<file path="src/core/isc_pkg.sv">
// constants, encodings and register map of the isolated input sample control
// ============================================================================
package isc_pkg;

    // ========================================================================
    // sizes and timing
    localparam int NCH = 6;
    localparam int DATA_W = 16;
    localparam int MS_W = 16;
    localparam int CLK_HZ = 10000000;
    localparam int TICK_US = 1000;
    localparam int TICK_CYCLES = (CLK_HZ / 1000000) * TICK_US;
    localparam logic [15:0] INT_ONLY_LIMIT_MS = 16'h0019;

    // ========================================================================
    // encodings
    localparam logic [1:0] RANGE_BIP10 = 2'h0;
    localparam logic [1:0] RANGE_0_5V = 2'h1;
    localparam logic [1:0] RANGE_0_10V = 2'h2;
    localparam logic [1:0] RANGE_0_20MA = 2'h3;
    localparam logic [2:0] NOTCH_10 = 3'h0;
    localparam logic [2:0] NOTCH_50 = 3'h1;
    localparam logic [2:0] NOTCH_60 = 3'h2;
    localparam logic [2:0] NOTCH_100 = 3'h3;
    localparam logic [2:0] NOTCH_250 = 3'h4;
    localparam logic [2:0] NOTCH_1000 = 3'h5;

    // limits as signed converter codes: full code span equals the limit signal
    localparam logic signed [15:0] CODE_MAX = 16'sh7FFF;
    localparam logic signed [15:0] CODE_MIN_BIP = 16'sh8000;
    localparam logic signed [15:0] CODE_MIN_UNI = 16'sh0000;

    // ========================================================================
    // register map (byte addresses)
    localparam logic [7:0] REG_CTRL = 8'h00;
    localparam logic [7:0] REG_RTS = 8'h04;
    localparam logic [7:0] REG_PKT = 8'h08;
    localparam logic [7:0] REG_MINRTS = 8'h0C;
    localparam logic [7:0] REG_FLAGS = 8'h10;
    localparam logic [7:0] REG_INT_STAT = 8'h14;
    localparam logic [7:0] REG_INT_MASK = 8'h18;
    localparam logic [7:0] REG_FEATURES = 8'h1C;
    localparam logic [7:0] REG_CHCFG = 8'h20;
    localparam logic [7:0] REG_DATA = 8'h40;

    // field positions
    localparam int CTRL_FLOAT = 0;
    localparam int CTRL_RUN = 1;
    localparam int CH_RANGE_LSB = 0;
    localparam int CH_NOTCH_LSB = 2;
    localparam int CH_ALM_OFF = 5;
    localparam int CH_RES_LSB = 8;
    localparam int CH_SETTLE_LSB = 16;
    localparam int FLAGS_OVER_LSB = 8;
    localparam int FLAGS_FAULT_LSB = 16;
    localparam int INT_SCAN = 0;
    localparam int INT_PKT = 1;
    localparam int INT_FAULT = 2;
    localparam int INT_REJECT = 3;
    localparam int INT_W = 4;

    // reset values
    localparam logic [15:0] RTS_RESET_MS = 16'h0066;
    localparam logic [15:0] PKT_RESET_MS = 16'h0000;

    typedef enum logic [1:0] {SCAN_IDLE, SCAN_WAIT, SCAN_SEND} scan_state_t;

endpackage

</file>
<file path="src/core/sample_control.sv">
// sampling, multicast and range-flag control with apb register access
//
// Decided for this implementation: register access over APB and the register addresses.
`timescale 1ns/1ns
module sample_control #(
    parameter int NCH = isc_pkg::NCH,
    parameter bit CURRENT_ONLY = 1'b0,
    parameter int TICK_CYCLES = isc_pkg::TICK_CYCLES
) (
    // clock and reset
    input wire logic pclk,
    input wire logic presetn,
    // apb slave
    input wire logic psel,
    input wire logic penable,
    input wire logic pwrite,
    input wire logic [7:0] paddr,
    input wire logic [31:0] pwdata,
    output logic [31:0] prdata,
    output logic pready,
    output logic pslverr,
    // converter
    output logic scan_req,
    input wire logic adc_valid,
    input wire logic [NCH*16-1:0] adc_sample,
    // multicast to the owner
    output logic mcast_valid,
    output logic mcast_fresh,
    output logic [NCH*16-1:0] mcast_data,
    // channel status
    output logic [NCH-1:0] ch_fault,
    // interrupt
    output logic irq
);
    // ========================================================================
    // lookup functions
    function automatic logic [15:0] min_rts_ms(input logic [2:0] notch, input logic fmt_float);
        logic [15:0] v;
        v = 16'h0066;
        if (fmt_float) begin
            v = (notch == isc_pkg::NOTCH_10) ? 16'h0066 : 16'h0019;
        end else begin
            case (notch)
                isc_pkg::NOTCH_10: v = 16'h0066;
                isc_pkg::NOTCH_50: v = 16'h0016;
                isc_pkg::NOTCH_60: v = 16'h0013;
                isc_pkg::NOTCH_100: v = 16'h000C;
                default: v = 16'h000A;
            endcase
        end
        return v;
    endfunction

    function automatic logic [15:0] step_ms(input logic [2:0] notch);
        logic [15:0] v;
        case (notch)
            isc_pkg::NOTCH_10: v = 16'h0190;
            isc_pkg::NOTCH_50: v = 16'h0050;
            isc_pkg::NOTCH_60: v = 16'h0044;
            isc_pkg::NOTCH_100: v = 16'h0028;
            isc_pkg::NOTCH_250: v = 16'h0010;
            default: v = 16'h0004;
        endcase
        return v;
    endfunction

    function automatic logic [7:0] resolution(input logic [2:0] notch);
        logic [7:0] v;
        case (notch)
            isc_pkg::NOTCH_250: v = 8'h0F;
            isc_pkg::NOTCH_1000: v = 8'h0A;
            default: v = 8'h10;
        endcase
        return v;
    endfunction

    // ========================================================================
    // state
    logic fmt_float_q;
    logic run_q;
    logic [15:0] rts_q;
    logic [15:0] pkt_q;
    logic [1:0] range_q [NCH];
    logic [2:0] notch_q [NCH];
    logic alm_off_q [NCH];
    logic [15:0] data_q [NCH];
    logic [NCH-1:0] under_q;
    logic [NCH-1:0] over_q;
    logic [isc_pkg::INT_W-1:0] int_stat_q;
    logic [isc_pkg::INT_W-1:0] int_mask_q;
    logic [$clog2(TICK_CYCLES)-1:0] tick_cnt_q;
    logic tick;
    logic [15:0] rts_cnt_q;
    logic [15:0] pkt_cnt_q;
    isc_pkg::scan_state_t scan_q;

    // ========================================================================
    // bus decode
    logic setup;
    logic wr_en;
    logic [7:0] idx;
    logic in_chcfg;
    logic in_data;
    logic mapped;
    logic [2:0] wr_ch;
    logic [2:0] wr_notch;
    logic [15:0] wr_ms;
    logic [31:0] rd_val;

    assign setup = psel && !penable;
    assign wr_en = psel && penable && pready && pwrite;
    assign idx = (paddr - isc_pkg::REG_CHCFG) >> 2;
    assign in_chcfg = (paddr >= isc_pkg::REG_CHCFG) && (paddr < isc_pkg::REG_DATA)
                      && (idx < 8'(NCH)) && (paddr[1:0] == 2'h0);
    assign in_data = (paddr >= isc_pkg::REG_DATA) && (((paddr - isc_pkg::REG_DATA) >> 2) < 8'(NCH))
                     && (paddr[1:0] == 2'h0);
    assign wr_ch = in_chcfg ? idx[2:0] : 3'((paddr - isc_pkg::REG_DATA) >> 2);
    assign wr_notch = pwdata[isc_pkg::CH_NOTCH_LSB +: 3];
    assign wr_ms = pwdata[15:0];

    // ========================================================================
    // module minimum period, given the format and an optional candidate notch
    logic [15:0] min_now;
    logic [15:0] min_float;
    logic [15:0] min_cand;

    always_comb begin
        min_now = 16'h0000;
        min_float = 16'h0000;
        min_cand = 16'h0000;
        for (int i = 0; i < NCH; i++) begin
            // slowest notch dominates, not the fastest channel
            if (min_rts_ms(notch_q[i], fmt_float_q) > min_now) begin
                min_now = min_rts_ms(notch_q[i], fmt_float_q);
            end
            if (min_rts_ms(notch_q[i], 1'b1) > min_float) begin
                min_float = min_rts_ms(notch_q[i], 1'b1);
            end
            if (i != int'(wr_ch) && min_rts_ms(notch_q[i], fmt_float_q) > min_cand) begin
                min_cand = min_rts_ms(notch_q[i], fmt_float_q);
            end
        end
        if (min_rts_ms(wr_notch, fmt_float_q) > min_cand) begin
            min_cand = min_rts_ms(wr_notch, fmt_float_q);
        end
    end

    // write acceptance checks; a refused write leaves the register unchanged
    logic ok_ctrl;
    logic ok_rts;
    logic ok_chcfg;
    logic reject;

    always_comb begin
        ok_ctrl = 1'b1;
        // format only changes while stopped, and float cannot run a short period
        if (pwdata[isc_pkg::CTRL_FLOAT] != fmt_float_q) begin
            ok_ctrl = !run_q && !(pwdata[isc_pkg::CTRL_FLOAT] && rts_q < min_float);
        end
        ok_rts = (wr_ms >= min_now) && (fmt_float_q ? wr_ms >= isc_pkg::INT_ONLY_LIMIT_MS : 1'b1);
        ok_chcfg = (wr_notch <= isc_pkg::NOTCH_1000) && (rts_q >= min_cand);
        reject = 1'b0;
        if (wr_en) begin
            case (paddr)
                isc_pkg::REG_CTRL: reject = !ok_ctrl;
                isc_pkg::REG_RTS: reject = !ok_rts;
                default: reject = in_chcfg && !ok_chcfg;
            endcase
        end
    end

    // ========================================================================
    // configuration registers
    always_ff @(posedge pclk or negedge presetn) begin
        if (!presetn) begin
            fmt_float_q <= 1'b0;
            run_q <= 1'b0;
            rts_q <= isc_pkg::RTS_RESET_MS;
            pkt_q <= isc_pkg::PKT_RESET_MS;
        end else if (wr_en && !reject) begin
            if (paddr == isc_pkg::REG_CTRL) begin
                fmt_float_q <= pwdata[isc_pkg::CTRL_FLOAT];
                run_q <= pwdata[isc_pkg::CTRL_RUN];
            end
            if (paddr == isc_pkg::REG_RTS) begin
                rts_q <= wr_ms;
            end
            if (paddr == isc_pkg::REG_PKT) begin
                pkt_q <= wr_ms;
            end
        end
    end

    always_ff @(posedge pclk or negedge presetn) begin
        if (!presetn) begin
            for (int i = 0; i < NCH; i++) begin
                range_q[i] <= isc_pkg::RANGE_0_20MA;
                notch_q[i] <= isc_pkg::NOTCH_60;
                alm_off_q[i] <= 1'b0;
            end
        end else if (wr_en && !reject && in_chcfg) begin
            // the current-only variant keeps every channel on 0-20 mA
            if (!CURRENT_ONLY) begin
                range_q[wr_ch] <= pwdata[isc_pkg::CH_RANGE_LSB +: 2];
            end else begin
                range_q[wr_ch] <= isc_pkg::RANGE_0_20MA;
            end
            notch_q[wr_ch] <= wr_notch;
            alm_off_q[wr_ch] <= pwdata[isc_pkg::CH_ALM_OFF];
        end
    end

    // ========================================================================
    // millisecond tick and period timers
    assign tick = (tick_cnt_q == ($clog2(TICK_CYCLES))'(TICK_CYCLES - 1));

    always_ff @(posedge pclk or negedge presetn) begin
        if (!presetn) begin
            tick_cnt_q <= '0;
        end else if (tick || !run_q) begin
            tick_cnt_q <= '0;
        end else begin
            tick_cnt_q <= tick_cnt_q + 1'b1;
        end
    end

    logic rts_due;
    logic pkt_due;
    assign rts_due = run_q && tick && (rts_cnt_q + 16'h0001 >= rts_q);
    assign pkt_due = run_q && tick && (pkt_q != 16'h0000) && (pkt_cnt_q + 16'h0001 >= pkt_q);

    always_ff @(posedge pclk or negedge presetn) begin
        if (!presetn) begin
            rts_cnt_q <= 16'h0000;
        end else if (!run_q || rts_due) begin
            rts_cnt_q <= 16'h0000;
        end else if (tick) begin
            rts_cnt_q <= rts_cnt_q + 16'h0001;
        end
    end

    always_ff @(posedge pclk or negedge presetn) begin
        if (!presetn) begin
            pkt_cnt_q <= 16'h0000;
        end else if (!run_q || pkt_due) begin
            pkt_cnt_q <= 16'h0000;
        end else if (tick) begin
            pkt_cnt_q <= pkt_cnt_q + 16'h0001;
        end
    end

    // ========================================================================
    // scan and multicast sequencing
    logic [NCH-1:0] under_new;
    logic [NCH-1:0] over_new;

    for (genvar g = 0; g < NCH; g++) begin : g_chk
        channel_range_check u_chk (
            .sample(adc_sample[g*16 +: 16]),
            .range_sel(range_q[g]),
            .alarms_off(alm_off_q[g]),
            .under(under_new[g]),
            .over(over_new[g])
        );
    end

    logic scan_done;
    assign scan_done = (scan_q == isc_pkg::SCAN_WAIT) && adc_valid;

    always_ff @(posedge pclk or negedge presetn) begin
        if (!presetn) begin
            scan_q <= isc_pkg::SCAN_IDLE;
            scan_req <= 1'b0;
        end else begin
            scan_req <= 1'b0;
            case (scan_q)
                isc_pkg::SCAN_IDLE: begin
                    if (rts_due) begin
                        scan_q <= isc_pkg::SCAN_WAIT;
                        scan_req <= 1'b1;
                    end
                end
                isc_pkg::SCAN_WAIT: begin
                    if (adc_valid) begin
                        scan_q <= isc_pkg::SCAN_SEND;
                    end
                end
                isc_pkg::SCAN_SEND: scan_q <= isc_pkg::SCAN_IDLE;
                default: scan_q <= isc_pkg::SCAN_IDLE;
            endcase
        end
    end

    // fresh samples and flags land together; flags follow each scan both ways
    always_ff @(posedge pclk or negedge presetn) begin
        if (!presetn) begin
            for (int i = 0; i < NCH; i++) begin
                data_q[i] <= 16'h0000;
            end
            under_q <= '0;
            over_q <= '0;
        end else if (scan_done) begin
            for (int i = 0; i < NCH; i++) begin
                data_q[i] <= adc_sample[i*16 +: 16];
            end
            under_q <= under_new;
            over_q <= over_new;
        end else begin
            // turning alarms off clears flags at once, not at the next scan
            for (int i = 0; i < NCH; i++) begin
                if (alm_off_q[i]) begin
                    under_q[i] <= 1'b0;
                    over_q[i] <= 1'b0;
                end
            end
        end
    end

    // a packet-interval send only repeats held data, never starts a scan
    always_ff @(posedge pclk or negedge presetn) begin
        if (!presetn) begin
            mcast_valid <= 1'b0;
            mcast_fresh <= 1'b0;
            mcast_data <= '0;
            ch_fault <= '0;
        end else begin
            mcast_valid <= 1'b0;
            mcast_fresh <= 1'b0;
            ch_fault <= under_q | over_q;
            if (scan_q == isc_pkg::SCAN_SEND) begin
                mcast_valid <= 1'b1;
                mcast_fresh <= 1'b1;
                for (int i = 0; i < NCH; i++) begin
                    mcast_data[i*16 +: 16] <= data_q[i];
                end
            end else if (pkt_due) begin
                mcast_valid <= 1'b1;
                for (int i = 0; i < NCH; i++) begin
                    mcast_data[i*16 +: 16] <= data_q[i];
                end
            end
        end
    end

    // ========================================================================
    // interrupt status, set wins over write-one-to-clear
    logic [isc_pkg::INT_W-1:0] int_set;
    logic [isc_pkg::INT_W-1:0] int_clr;

    always_comb begin
        int_set = '0;
        int_set[isc_pkg::INT_SCAN] = (scan_q == isc_pkg::SCAN_SEND);
        int_set[isc_pkg::INT_PKT] = pkt_due && (scan_q != isc_pkg::SCAN_SEND);
        int_set[isc_pkg::INT_FAULT] = scan_done && |((under_new | over_new) & ~(under_q | over_q));
        int_set[isc_pkg::INT_REJECT] = reject;
        int_clr = (wr_en && paddr == isc_pkg::REG_INT_STAT) ? pwdata[isc_pkg::INT_W-1:0] : '0;
    end

    always_ff @(posedge pclk or negedge presetn) begin
        if (!presetn) begin
            int_stat_q <= '0;
            int_mask_q <= '0;
            irq <= 1'b0;
        end else begin
            int_stat_q <= (int_stat_q & ~int_clr) | int_set;
            if (wr_en && paddr == isc_pkg::REG_INT_MASK) begin
                int_mask_q <= pwdata[isc_pkg::INT_W-1:0];
            end
            irq <= |(((int_stat_q & ~int_clr) | int_set) & int_mask_q);
        end
    end

    // ========================================================================
    // read mux and apb answer
    always_comb begin
        rd_val = 32'h0000_0000;
        mapped = 1'b1;
        case (paddr)
            isc_pkg::REG_CTRL: begin
                rd_val[isc_pkg::CTRL_FLOAT] = fmt_float_q;
                rd_val[isc_pkg::CTRL_RUN] = run_q;
            end
            isc_pkg::REG_RTS: rd_val[15:0] = rts_q;
            isc_pkg::REG_PKT: rd_val[15:0] = pkt_q;
            isc_pkg::REG_MINRTS: rd_val[15:0] = min_now;
            isc_pkg::REG_FLAGS: begin
                rd_val[NCH-1:0] = under_q;
                rd_val[isc_pkg::FLAGS_OVER_LSB +: NCH] = over_q;
                rd_val[isc_pkg::FLAGS_FAULT_LSB +: NCH] = under_q | over_q;
            end
            isc_pkg::REG_INT_STAT: rd_val[isc_pkg::INT_W-1:0] = int_stat_q;
            isc_pkg::REG_INT_MASK: rd_val[isc_pkg::INT_W-1:0] = int_mask_q;
            // bits: range, notch, sampling, filter, process, rate, scaling
            isc_pkg::REG_FEATURES: rd_val[6:0] = {{4{fmt_float_q}}, 2'b11, !CURRENT_ONLY};
            default: begin
                if (in_chcfg) begin
                    rd_val[isc_pkg::CH_RANGE_LSB +: 2] = range_q[wr_ch];
                    rd_val[isc_pkg::CH_NOTCH_LSB +: 3] = notch_q[wr_ch];
                    rd_val[isc_pkg::CH_ALM_OFF] = alm_off_q[wr_ch];
                    rd_val[isc_pkg::CH_RES_LSB +: 8] = resolution(notch_q[wr_ch]);
                    rd_val[isc_pkg::CH_SETTLE_LSB +: 16] = 16'(step_ms(notch_q[wr_ch]) + rts_q);
                end else if (in_data) begin
                    rd_val[15:0] = data_q[wr_ch];
                end else begin
                    mapped = 1'b0;
                end
            end
        endcase
    end

    // one wait-free access cycle: answer is prepared during setup
    always_ff @(posedge pclk or negedge presetn) begin
        if (!presetn) begin
            pready <= 1'b0;
            pslverr <= 1'b0;
            prdata <= 32'h0000_0000;
        end else begin
            pready <= setup;
            pslverr <= setup && !mapped;
            prdata <= (setup && !pwrite) ? rd_val : 32'h0000_0000;
        end
    end
endmodule

</file>
<file path="src/core/channel_range_check.sv">
// under/overrange comparison of one channel sample
`timescale 1ns/1ns
module channel_range_check (
    // sample and channel setup
    input wire logic signed [15:0] sample,
    input wire logic [1:0] range_sel,
    input wire logic alarms_off,
    // result
    output logic under,
    output logic over
);
    logic signed [15:0] lo;

    always_comb begin
        // bipolar voltage is the only range with a negative floor
        if (range_sel == isc_pkg::RANGE_BIP10) begin
            lo = isc_pkg::CODE_MIN_BIP;
        end else begin
            lo = isc_pkg::CODE_MIN_UNI;
        end
    end

    always_comb begin
        under = 1'b0;
        over = 1'b0;
        if (!alarms_off) begin
            under = (sample <= lo);
            over = (sample >= isc_pkg::CODE_MAX);
        end
    end
endmodule

</file>
<file path="config.mk">
export PLATFORM = sky130hd
export DESIGN_NAME = sample_control
export DESIGN_NICKNAME = d
export VERILOG_FILES = /design/src/core/isc_pkg.sv /design/src/core/sample_control.sv /design/src/core/channel_range_check.sv
export SDC_FILE = /design/constraint.sdc
export NUM_CORES = 1
export LEC_CHECK = 0
export BUFFER_PORTS_ARGS = -buffer_cell sky130_fd_sc_hd__buf_2
export CORE_ASPECT_RATIO = 1.4
export CORE_MARGIN = 1
export CORE_UTILIZATION = 45
export CTS_CLUSTER_SIZE = 28
export DETAILED_ROUTE_END_ITERATION = 8
export SLEW_MARGIN = 20
export SYNTH_ARGS = -nofsm -noshare
export SYNTH_HDL_FRONTEND = slang
export SYNTH_SLANG_ARGS = --single-unit
export TNS_END_PERCENT = 30
</file>
<file path="constraint.sdc">
create_clock -name pclk -period 15.3 [get_ports pclk]
set_input_delay 0.765 -clock pclk [delete_from_list [all_inputs] [get_ports pclk]]
set_output_delay 0.765 -clock pclk [all_outputs]
set_load 0.005 [all_outputs]
</file>
==> key figures, run 1 <==
Worst setup path
  • R2r setup slk: 1420 ps
  • Maximum fanout along the worst path: 17
  • Reg2reg path depth: a little under 50
  • FF-to-FF Start: fmt_float_q
  • Critical path type: reg -> reg
  • Reg2reg end: rts_q[15]
  • Crit-path most repeated cell: ha_1
  • Startpoint Class: flop
  • Setup crit end kind: flop
  • Slowest Stage Delay on Critical Path: between 700 and 800 ps
  • WP data required: between 15000 and 20000 ps
  • Arrival time at the worst endpoint: 14330 ps
  • WP buf/inv: 3
  • Slowest CP cell: and2_1
  • Worst path top cell family by delay: compound AO/OA/AOI/OAI gates

Synthesis
  • Syn Nets: around 2500
  • Seq/Total Area, Yosys: 43.0%
  • Async S/R FF share, synth: 100%
  • Unique masters post-synth: 85
  • Area leader, netlist: dfrtp_1
  • Top cells by area, synth: dfrtp_1 (40%), mux2_2 (8.8%), ha_1 (7.8%), nand2_1 (7.5%), dfstp_2 (2.6%)
  • EDFF count, synth: 0
  • Yosys top cell area share: approximately two fifths
  • Mapped Cells: approximately 2200
  • Yosys warnings: 0
  • Most used flip-flop cell after synthesis: dfrtp_1
  • Cell Area, Synth: between 0.02 and 0.025 mm2
  • #FFs+latches synth: ~370
  • Syn avg cell area: slightly below 10 um2

Timing
  • Post-Route Skew: approximately 42 ps
  • Unrepaired setup endpoints after global routing: false
  • Final TNS setup: 0 ps
  • Max-slew violations: 0
  • Fmax: between 70 and 80 MHz
  • Crit path time final: around 14000 ps
  • Worst slew margin: roughly 29%
  • Final count of hold timing violations: 0
  • Worst-Margin Slew: 1060 ps
  • Setup violations, final: 0
  • Tcrit/Tclk final: just over 90%

Clock network
  • CTS max path bufs: 3
  • CTS tree: done
  • Clock transition at path regs: around 60 ps
  • Buffer count from post-CTS setup fixing: 0
  • TritonCTS buffer count: 40
  • Worst-Skew Late Latency: roughly 570 ps
  • Hold buffers post-CTS: 0
  • H-tree levels: 2
  • CTS Sinks: ~370
  • Root Buffer: clkbuf_16
  • Post-CTS resize count: 0

Global routing
  • First-pass GRT wire length: ~110000 um
  • Total track usage: between 20% and 30%
  • GRT met3 Usage: 4.61%
  • Largest net degree at the start of global routing: around 110
  • Busiest grt layer: met2
  • Met1 Resource Use GR: about 34%
  • Total gr overflow: 0
  • Vias in the first global route: around 18000
  • Met2 Resource Use GR: between 50 and 60%
  • Initial antenna violation count: 5

Finish
  • Final nets: approximately 2700
  • Layout area overhead: 14.8%
  • Layout cells sized above 1: 24.5%
  • # fillers: about 4400

Min path
  • Min-delay worst type: in -> async

Floorplanning
  • Core area: approximately 0.048 mm2
  • Vert. Die Dim: 263 um
  • Initial Util: between 40% and 50%
  • Num rows: 95
  • Die span in x: roughly 190 um
  • Die ar.: ~0.05 mm2
  • Ports: approximately 280

Power
  • Clock share of power: around 46%
  • Flop pwr share: between 40% and 50%
  • Worst vdd ir: around 100 uV
  • Int Pwr: 0.00163 W
  • Leak: around 13 nW
  • Power Total: ~0.0022 W
  • Sw Pwr: 0.000531 W
  • Logic pwr share: under 10%
  • PD cells: about 86 mW/mm2
  • Switching portion of total power: around 25%

Detailed routing
  • DR iter-0 viols: approximately 1200
  • Antenna viol nets, final: 0
  • DR WL/cell: approximately 22 um
  • WL final: roughly 70000 um
  • DRC: 0
  • Vias per std cell: 5.75
  • DR vias: about 18000
  • Drt first pass iters: 5

Place
  • GP Congestion: ~0.93
  • Port bufs: approximately 270
  • HPWL after detailed placement: 52700 um

Status
  • Outcome: completed

Job
  • MaxCap Viol Count: 0
placed cells by master, fill, tap and decap left out, types with 26 or more instances in the layout:
master     instances
clkbuf_16         41
nand2_1          438
mux2i_1           48
nor4_1            36
inv_1             85
buf_2            263
a21o_1            38
nor2b_1           37
nor2_1           104
dfrtp_1          352
nand4_1           26
ha_1             136
mux2_2           170
nand3_1           41
a21oi_1           83
o21ai_0           95
nor3_1            26
per-stage QoR:
step                setup slack (ps)  util (%)  instances  instance area [um2]  hold slack [ps]
global placement                1510      49.4       3033                23700              446
CTS                             1600      52.3       3107                25000              319
finish                          1420      52.3       3111                25000              244
detailed placement              1290      49.4       3033                23700              465
floorplan                       2800         -       2219                21800              433
global route                     582      52.3       3109                25000              336
cell families (layout without fill, tap and decap cells):
logic type / Yosys count / in the layout / synth area share (%)
AO/OA/AOI/OAI: 377 / 377 / 11.5
XOR/XNOR: 46 / 46 / 1.85
adder cells (fa/ha/maj): 139 / 139 / 7.98
buffers and inverters: 188 / 446 / 3.41
flip-flops: 374 / 374 / 43.0
multiplexers: 252 / 252 / 13.9
other: 0 / 4 / 0
AND/OR/NAND/NOR: 843 / 843 / 18.3
synthesized netlist by cell type, types with 14 or more instances:
master / n
nor2_1: 104
nand2b_1: 14
or2_2: 21
inv_1: 86
clkbuf_1: 76
mux2i_1: 48
nor3_1: 26
xor2_1: 23
nand4_1: 26
mux2_2: 170
o21a_1: 21
nand3b_1: 16
a21o_1: 38
dfstp_2: 22
xnor2_1: 23
nand3_1: 41
buf_2: 15
o21ai_0: 95
a22o_1: 15
a21oi_1: 83
ha_1: 136
nor4_1: 36
and3_1: 21
nand2_1: 438
nor2b_1: 37
dfrtp_1: 352
mux4_2: 22
sequential cells by signal, indices dropped and copies added (netlist names), 2 cells and up:
name and count:
rts_cnt_q 16, prdata 32, alm_off_q 6, scan_q 2
pkt_cnt_q 16, data_q 96, range_q 12, ch_fault 6
tick_cnt_q 14, over_q 6, int_mask_q 4, mcast_data 96
notch_q 18, int_stat_q 4, under_q 6, rts_q 16
pkt_q 16
power groups by stage:
stage	Clock (W)	Combinational (W)	Sequential (W)
floorplan	0	0.0000959	0.00101
global placement	0	0.000173	0.00101
detailed placement	0	0.000177	0.00101
CTS	0.00101	0.000179	0.000992
global route	0.00105	0.000197	0.000991
finish	0.000993	0.000179	0.000992
worst max path at each step:
stage / cells after the start / end / startpoint / slack [ps]
2_1_floorplan: 52 / rts_q[10] / paddr[2] / 2800
3_3_place_gp: 50 / rts_q[15] / paddr[2] / 1510
3_5_place_dp: 52 / rts_q[15] / paddr[2] / 1290
4_1_cts: 51 / rts_q[15] / fmt_float_q / 1600
5_1_grt: 53 / rts_q[8] / notch_q[17] / 580
6_report: 49 / rts_q[15] / fmt_float_q / 1420
final cells by class:
| class | instances | area (um2) | share of cell area, % |
|---|---|---|---|
| inverter | 90 | 339 | 1.35 |
| clock inverter | 15 | 170 | 0.679 |
| multi-input combinational | 1657 | 11700 | 46.7 |
| clock buffer | 59 | 1180 | 4.73 |
| timing repair buffer | 282 | 1470 | 5.87 |
| antenna | 4 | 10.0 | 0.0400 |
| tap | 630 | 788 | 3.15 |
| sequential | 374 | 9390 | 37.5 |
per-layer routing:
metal  up-vias  share of wire, %
met2       554                51
li1       8346                 -
met5         -             0.019
met4         2               4.3
met3       136               5.8
met1      8847                39
(Power assumes the default switching activity.)
==> run 2: changes to the inputs <==
--- a/config.mk
+++ b/config.mk
@@ -5,7 +5,7 @@
 export SDC_FILE = /design/constraint.sdc
 export NUM_CORES = 1
 export LEC_CHECK = 0
-export BUFFER_PORTS_ARGS = -buffer_cell sky130_fd_sc_hd__buf_2
+export BUFFER_PORTS_ARGS = -buffer_cell sky130_fd_sc_hd__clkbuf_2
 export CORE_ASPECT_RATIO = 1.4
 export CORE_MARGIN = 1
 export CORE_UTILIZATION = 45
==> run 2 against run 1 <==
  * Utilization increased by 0.076 points
  * Wire length decreased by 0.59%
  * Clock skew decreased by 17 ps
  * Count of clock-buffer cells in the layout decreased by 5
  * Fmax decreased by 0.71%
  * Die area unchanged
  * Combinational power about the same
  * Final cell count decreased by 0.16%
  * Critical path type unchanged
==> key figures, run 2 (synthesis results as in run 1) <==
Finish
  • Post-route cell area: 0.0251 mm2 (+0.14%)
  • Layout cells sized above 1: 24.6% (+0.030 points)
  • Final nets: 2726 (+0.073%)
  • # fillers: 4349 (-0.41%)
  • Layout Cells excl Fill: 3106 (-0.16%)
  • Most frequent cells in the layout: nand2_1 (438), dfrtp_1 (352), clkbuf_2 (263)
  • Most common cell after layout, fill and taps aside: nand2_1
  • Largest registers: data_q (96), mcast_data (96), prdata (32)
  • Layout area overhead: 15.0%

Place
  • Port bufs: 265 (unchanged)
  • Post-placement cell count: 3034 (+0.033%)
  • Dpl cell area: 0.0237 mm2 (about the same)
  • HPWL after detailed placement: 52800 um (about the same)
  • GP Congestion: 0.953 (+2.5%)

Timing
  • Post-Route Skew: 25.4 ps (-16.6 ps)
  • Fmax: 71.5 MHz (-0.71%)
  • Hold_ws: 98.1 ps (-146 ps)
  • Tcrit/Tclk final: 91.4% (+0.65 points)
  • Final TNS setup: 0 ps (unchanged)
  • Worst-Margin Slew: 1030 ps (-34.0 ps)
  • Crit path time final: 13980 ps (+98.7 ps)
  • Final count of hold timing violations: 0 (unchanged)
  • Worst slew margin: 30.6% (+1.5 points)
  • Max-slew violations: 0 (unchanged)
  • Unrepaired setup endpoints after global routing: false
  • Setup violations, final: 0 (unchanged)

Min path
  • Min-delay worst type: in -> async

Global routing
  • Initial antenna violation count: 1 (-4)
  • Total track usage: 28.4% (+0.095 points)
  • Largest net degree at the start of global routing: 133 (+24%)
  • Total gr overflow: 0 (unchanged)
  • Vias in the first global route: 18300 (-0.022%)
  • First-pass GRT wire length: 108000 um (+0.26%)

Status
  • Outcome: completed

Power
  • PD cells: 87.0 mW/mm2 (+0.70%)
  • Worst vdd ir: 76.3 uV (-22%)
  • Leak: 12.8 nW (-0.66%)
  • Power Total: 0.00218 W (+0.84%)

Floorplanning
  • Die span in x: 188 um (unchanged)
  • Die ar.: 0.0494 mm2 (unchanged)
  • Initial Util: 45.5% (unchanged)
  • Ports: 282 (unchanged)
  • Core area: 0.0479 mm2 (unchanged)
  • Num rows: 95 (unchanged)
  • Vert. Die Dim: 263 um (unchanged)

Clock network
  • Root Buffer: clkbuf_16
  • Buffer count from post-CTS setup fixing: 0 (unchanged)
  • CTS Sinks: 374 (unchanged)
  • CTS tree: done
  • CTS max path bufs: 3 (unchanged)
  • Clock transition at path regs: 60 ps (about the same)
  • TritonCTS buffer count: 40 (unchanged)
  • Post-CTS resize count: 0 (unchanged)
  • Worst-Skew Late Latency: 550 ps (-20 ps)
  • Hold buffers post-CTS: 0 (unchanged)
  • H-tree levels: 2 (unchanged)

Worst setup path
  • Slowest CP cell: and2_1
  • Reg2reg path depth: 51 (+4.1%)
  • Maximum fanout along the worst path: 16 (-1)
  • Arrival time at the worst endpoint: 14410 ps (+80 ps)
  • Critical path type: reg -> reg
  • Startpoint Class: flop
  • Crit-path most repeated cell: ha_1
  • Setup crit end kind: flop
  • Slowest Stage Delay on Critical Path: 790 ps (about the same)
  • WP data required: 15730 ps (-20 ps)

Detailed routing
  • Drt first pass iters: 7 (+2)
  • DR WL/cell: 22.3 um (-0.43%)
  • Antenna viol nets, final: 0 (unchanged)
  • WL final: 69300 um (-0.59%)
  • Vias per std cell: 5.78 (+0.52%)
  • DRC: 0 (unchanged)
  • DR iter-0 viols: 1316 (+7.9%)
  • DR vias: 17900 (+0.36%)

Job
  • MaxCap Viol Count: 0 (unchanged)
## run 2: where the power goes
group	switching (W)	internal, W
Sequential	0.00000135	0.000990
Clock	0.000408	0.000605
Combinational	0.000111	0.0000666
Total	0.000520	0.00166
## run 2: per-stage QoR
step                      utilization [%]  setup slack, ps
after global routing                 52.3              304
after detailed placement             49.4             1160
after floorplan                         -             2800
after CTS                            52.3             1480
final                                52.4             1320
after global placement               49.4             1320
## run 2: path summary, 6_finish.rpt
path | slack (ps) | from | to
worst min register to register | 470 | tick_cnt_q[0] | tick_cnt_q[0]
worst max-delay path | 1320 | notch_q[17] | rts_q[15]
min in group pclk | 440 | adc_sample[59] | data_q[43]
worst max register to register | 1320 | notch_q[17] | rts_q[15]
worst min-delay path | 100 | presetn | mcast_data[16]
max in group asynchronous | 12500 | presetn | mcast_fresh
## run 2: critical path, delay by kind of cell, from the launching register on
family	cells	cell delay [ps]
AOI/OAI and AO/OA	24	5240
adders and majority gates	7	2090
buffers and inverters	3	550
DFF	1	490
muxes	5	2080
and+or+nand+nor	12	3420
## run 2: layer usage
metal	share of wire [%]	track usage [%]
met3	5.4	4.06
met1	39	34.0
met5	0	0
met2	51	50.2
met4	4.6	12.5
## run 2: layout make-up
type	count	area, um2	area share, %
Inverter	90	339	1.35
Timing Repair Buffer	284	1500	5.99
Multi-Input combinational cell	1657	11700	46.6
Sequential cell	374	9390	37.4
Tap cell	630	788	3.14
Antenna cell	2	5.00	0.0200
Clock inverter	15	230	0.918
Clock buffer	54	1130	4.52
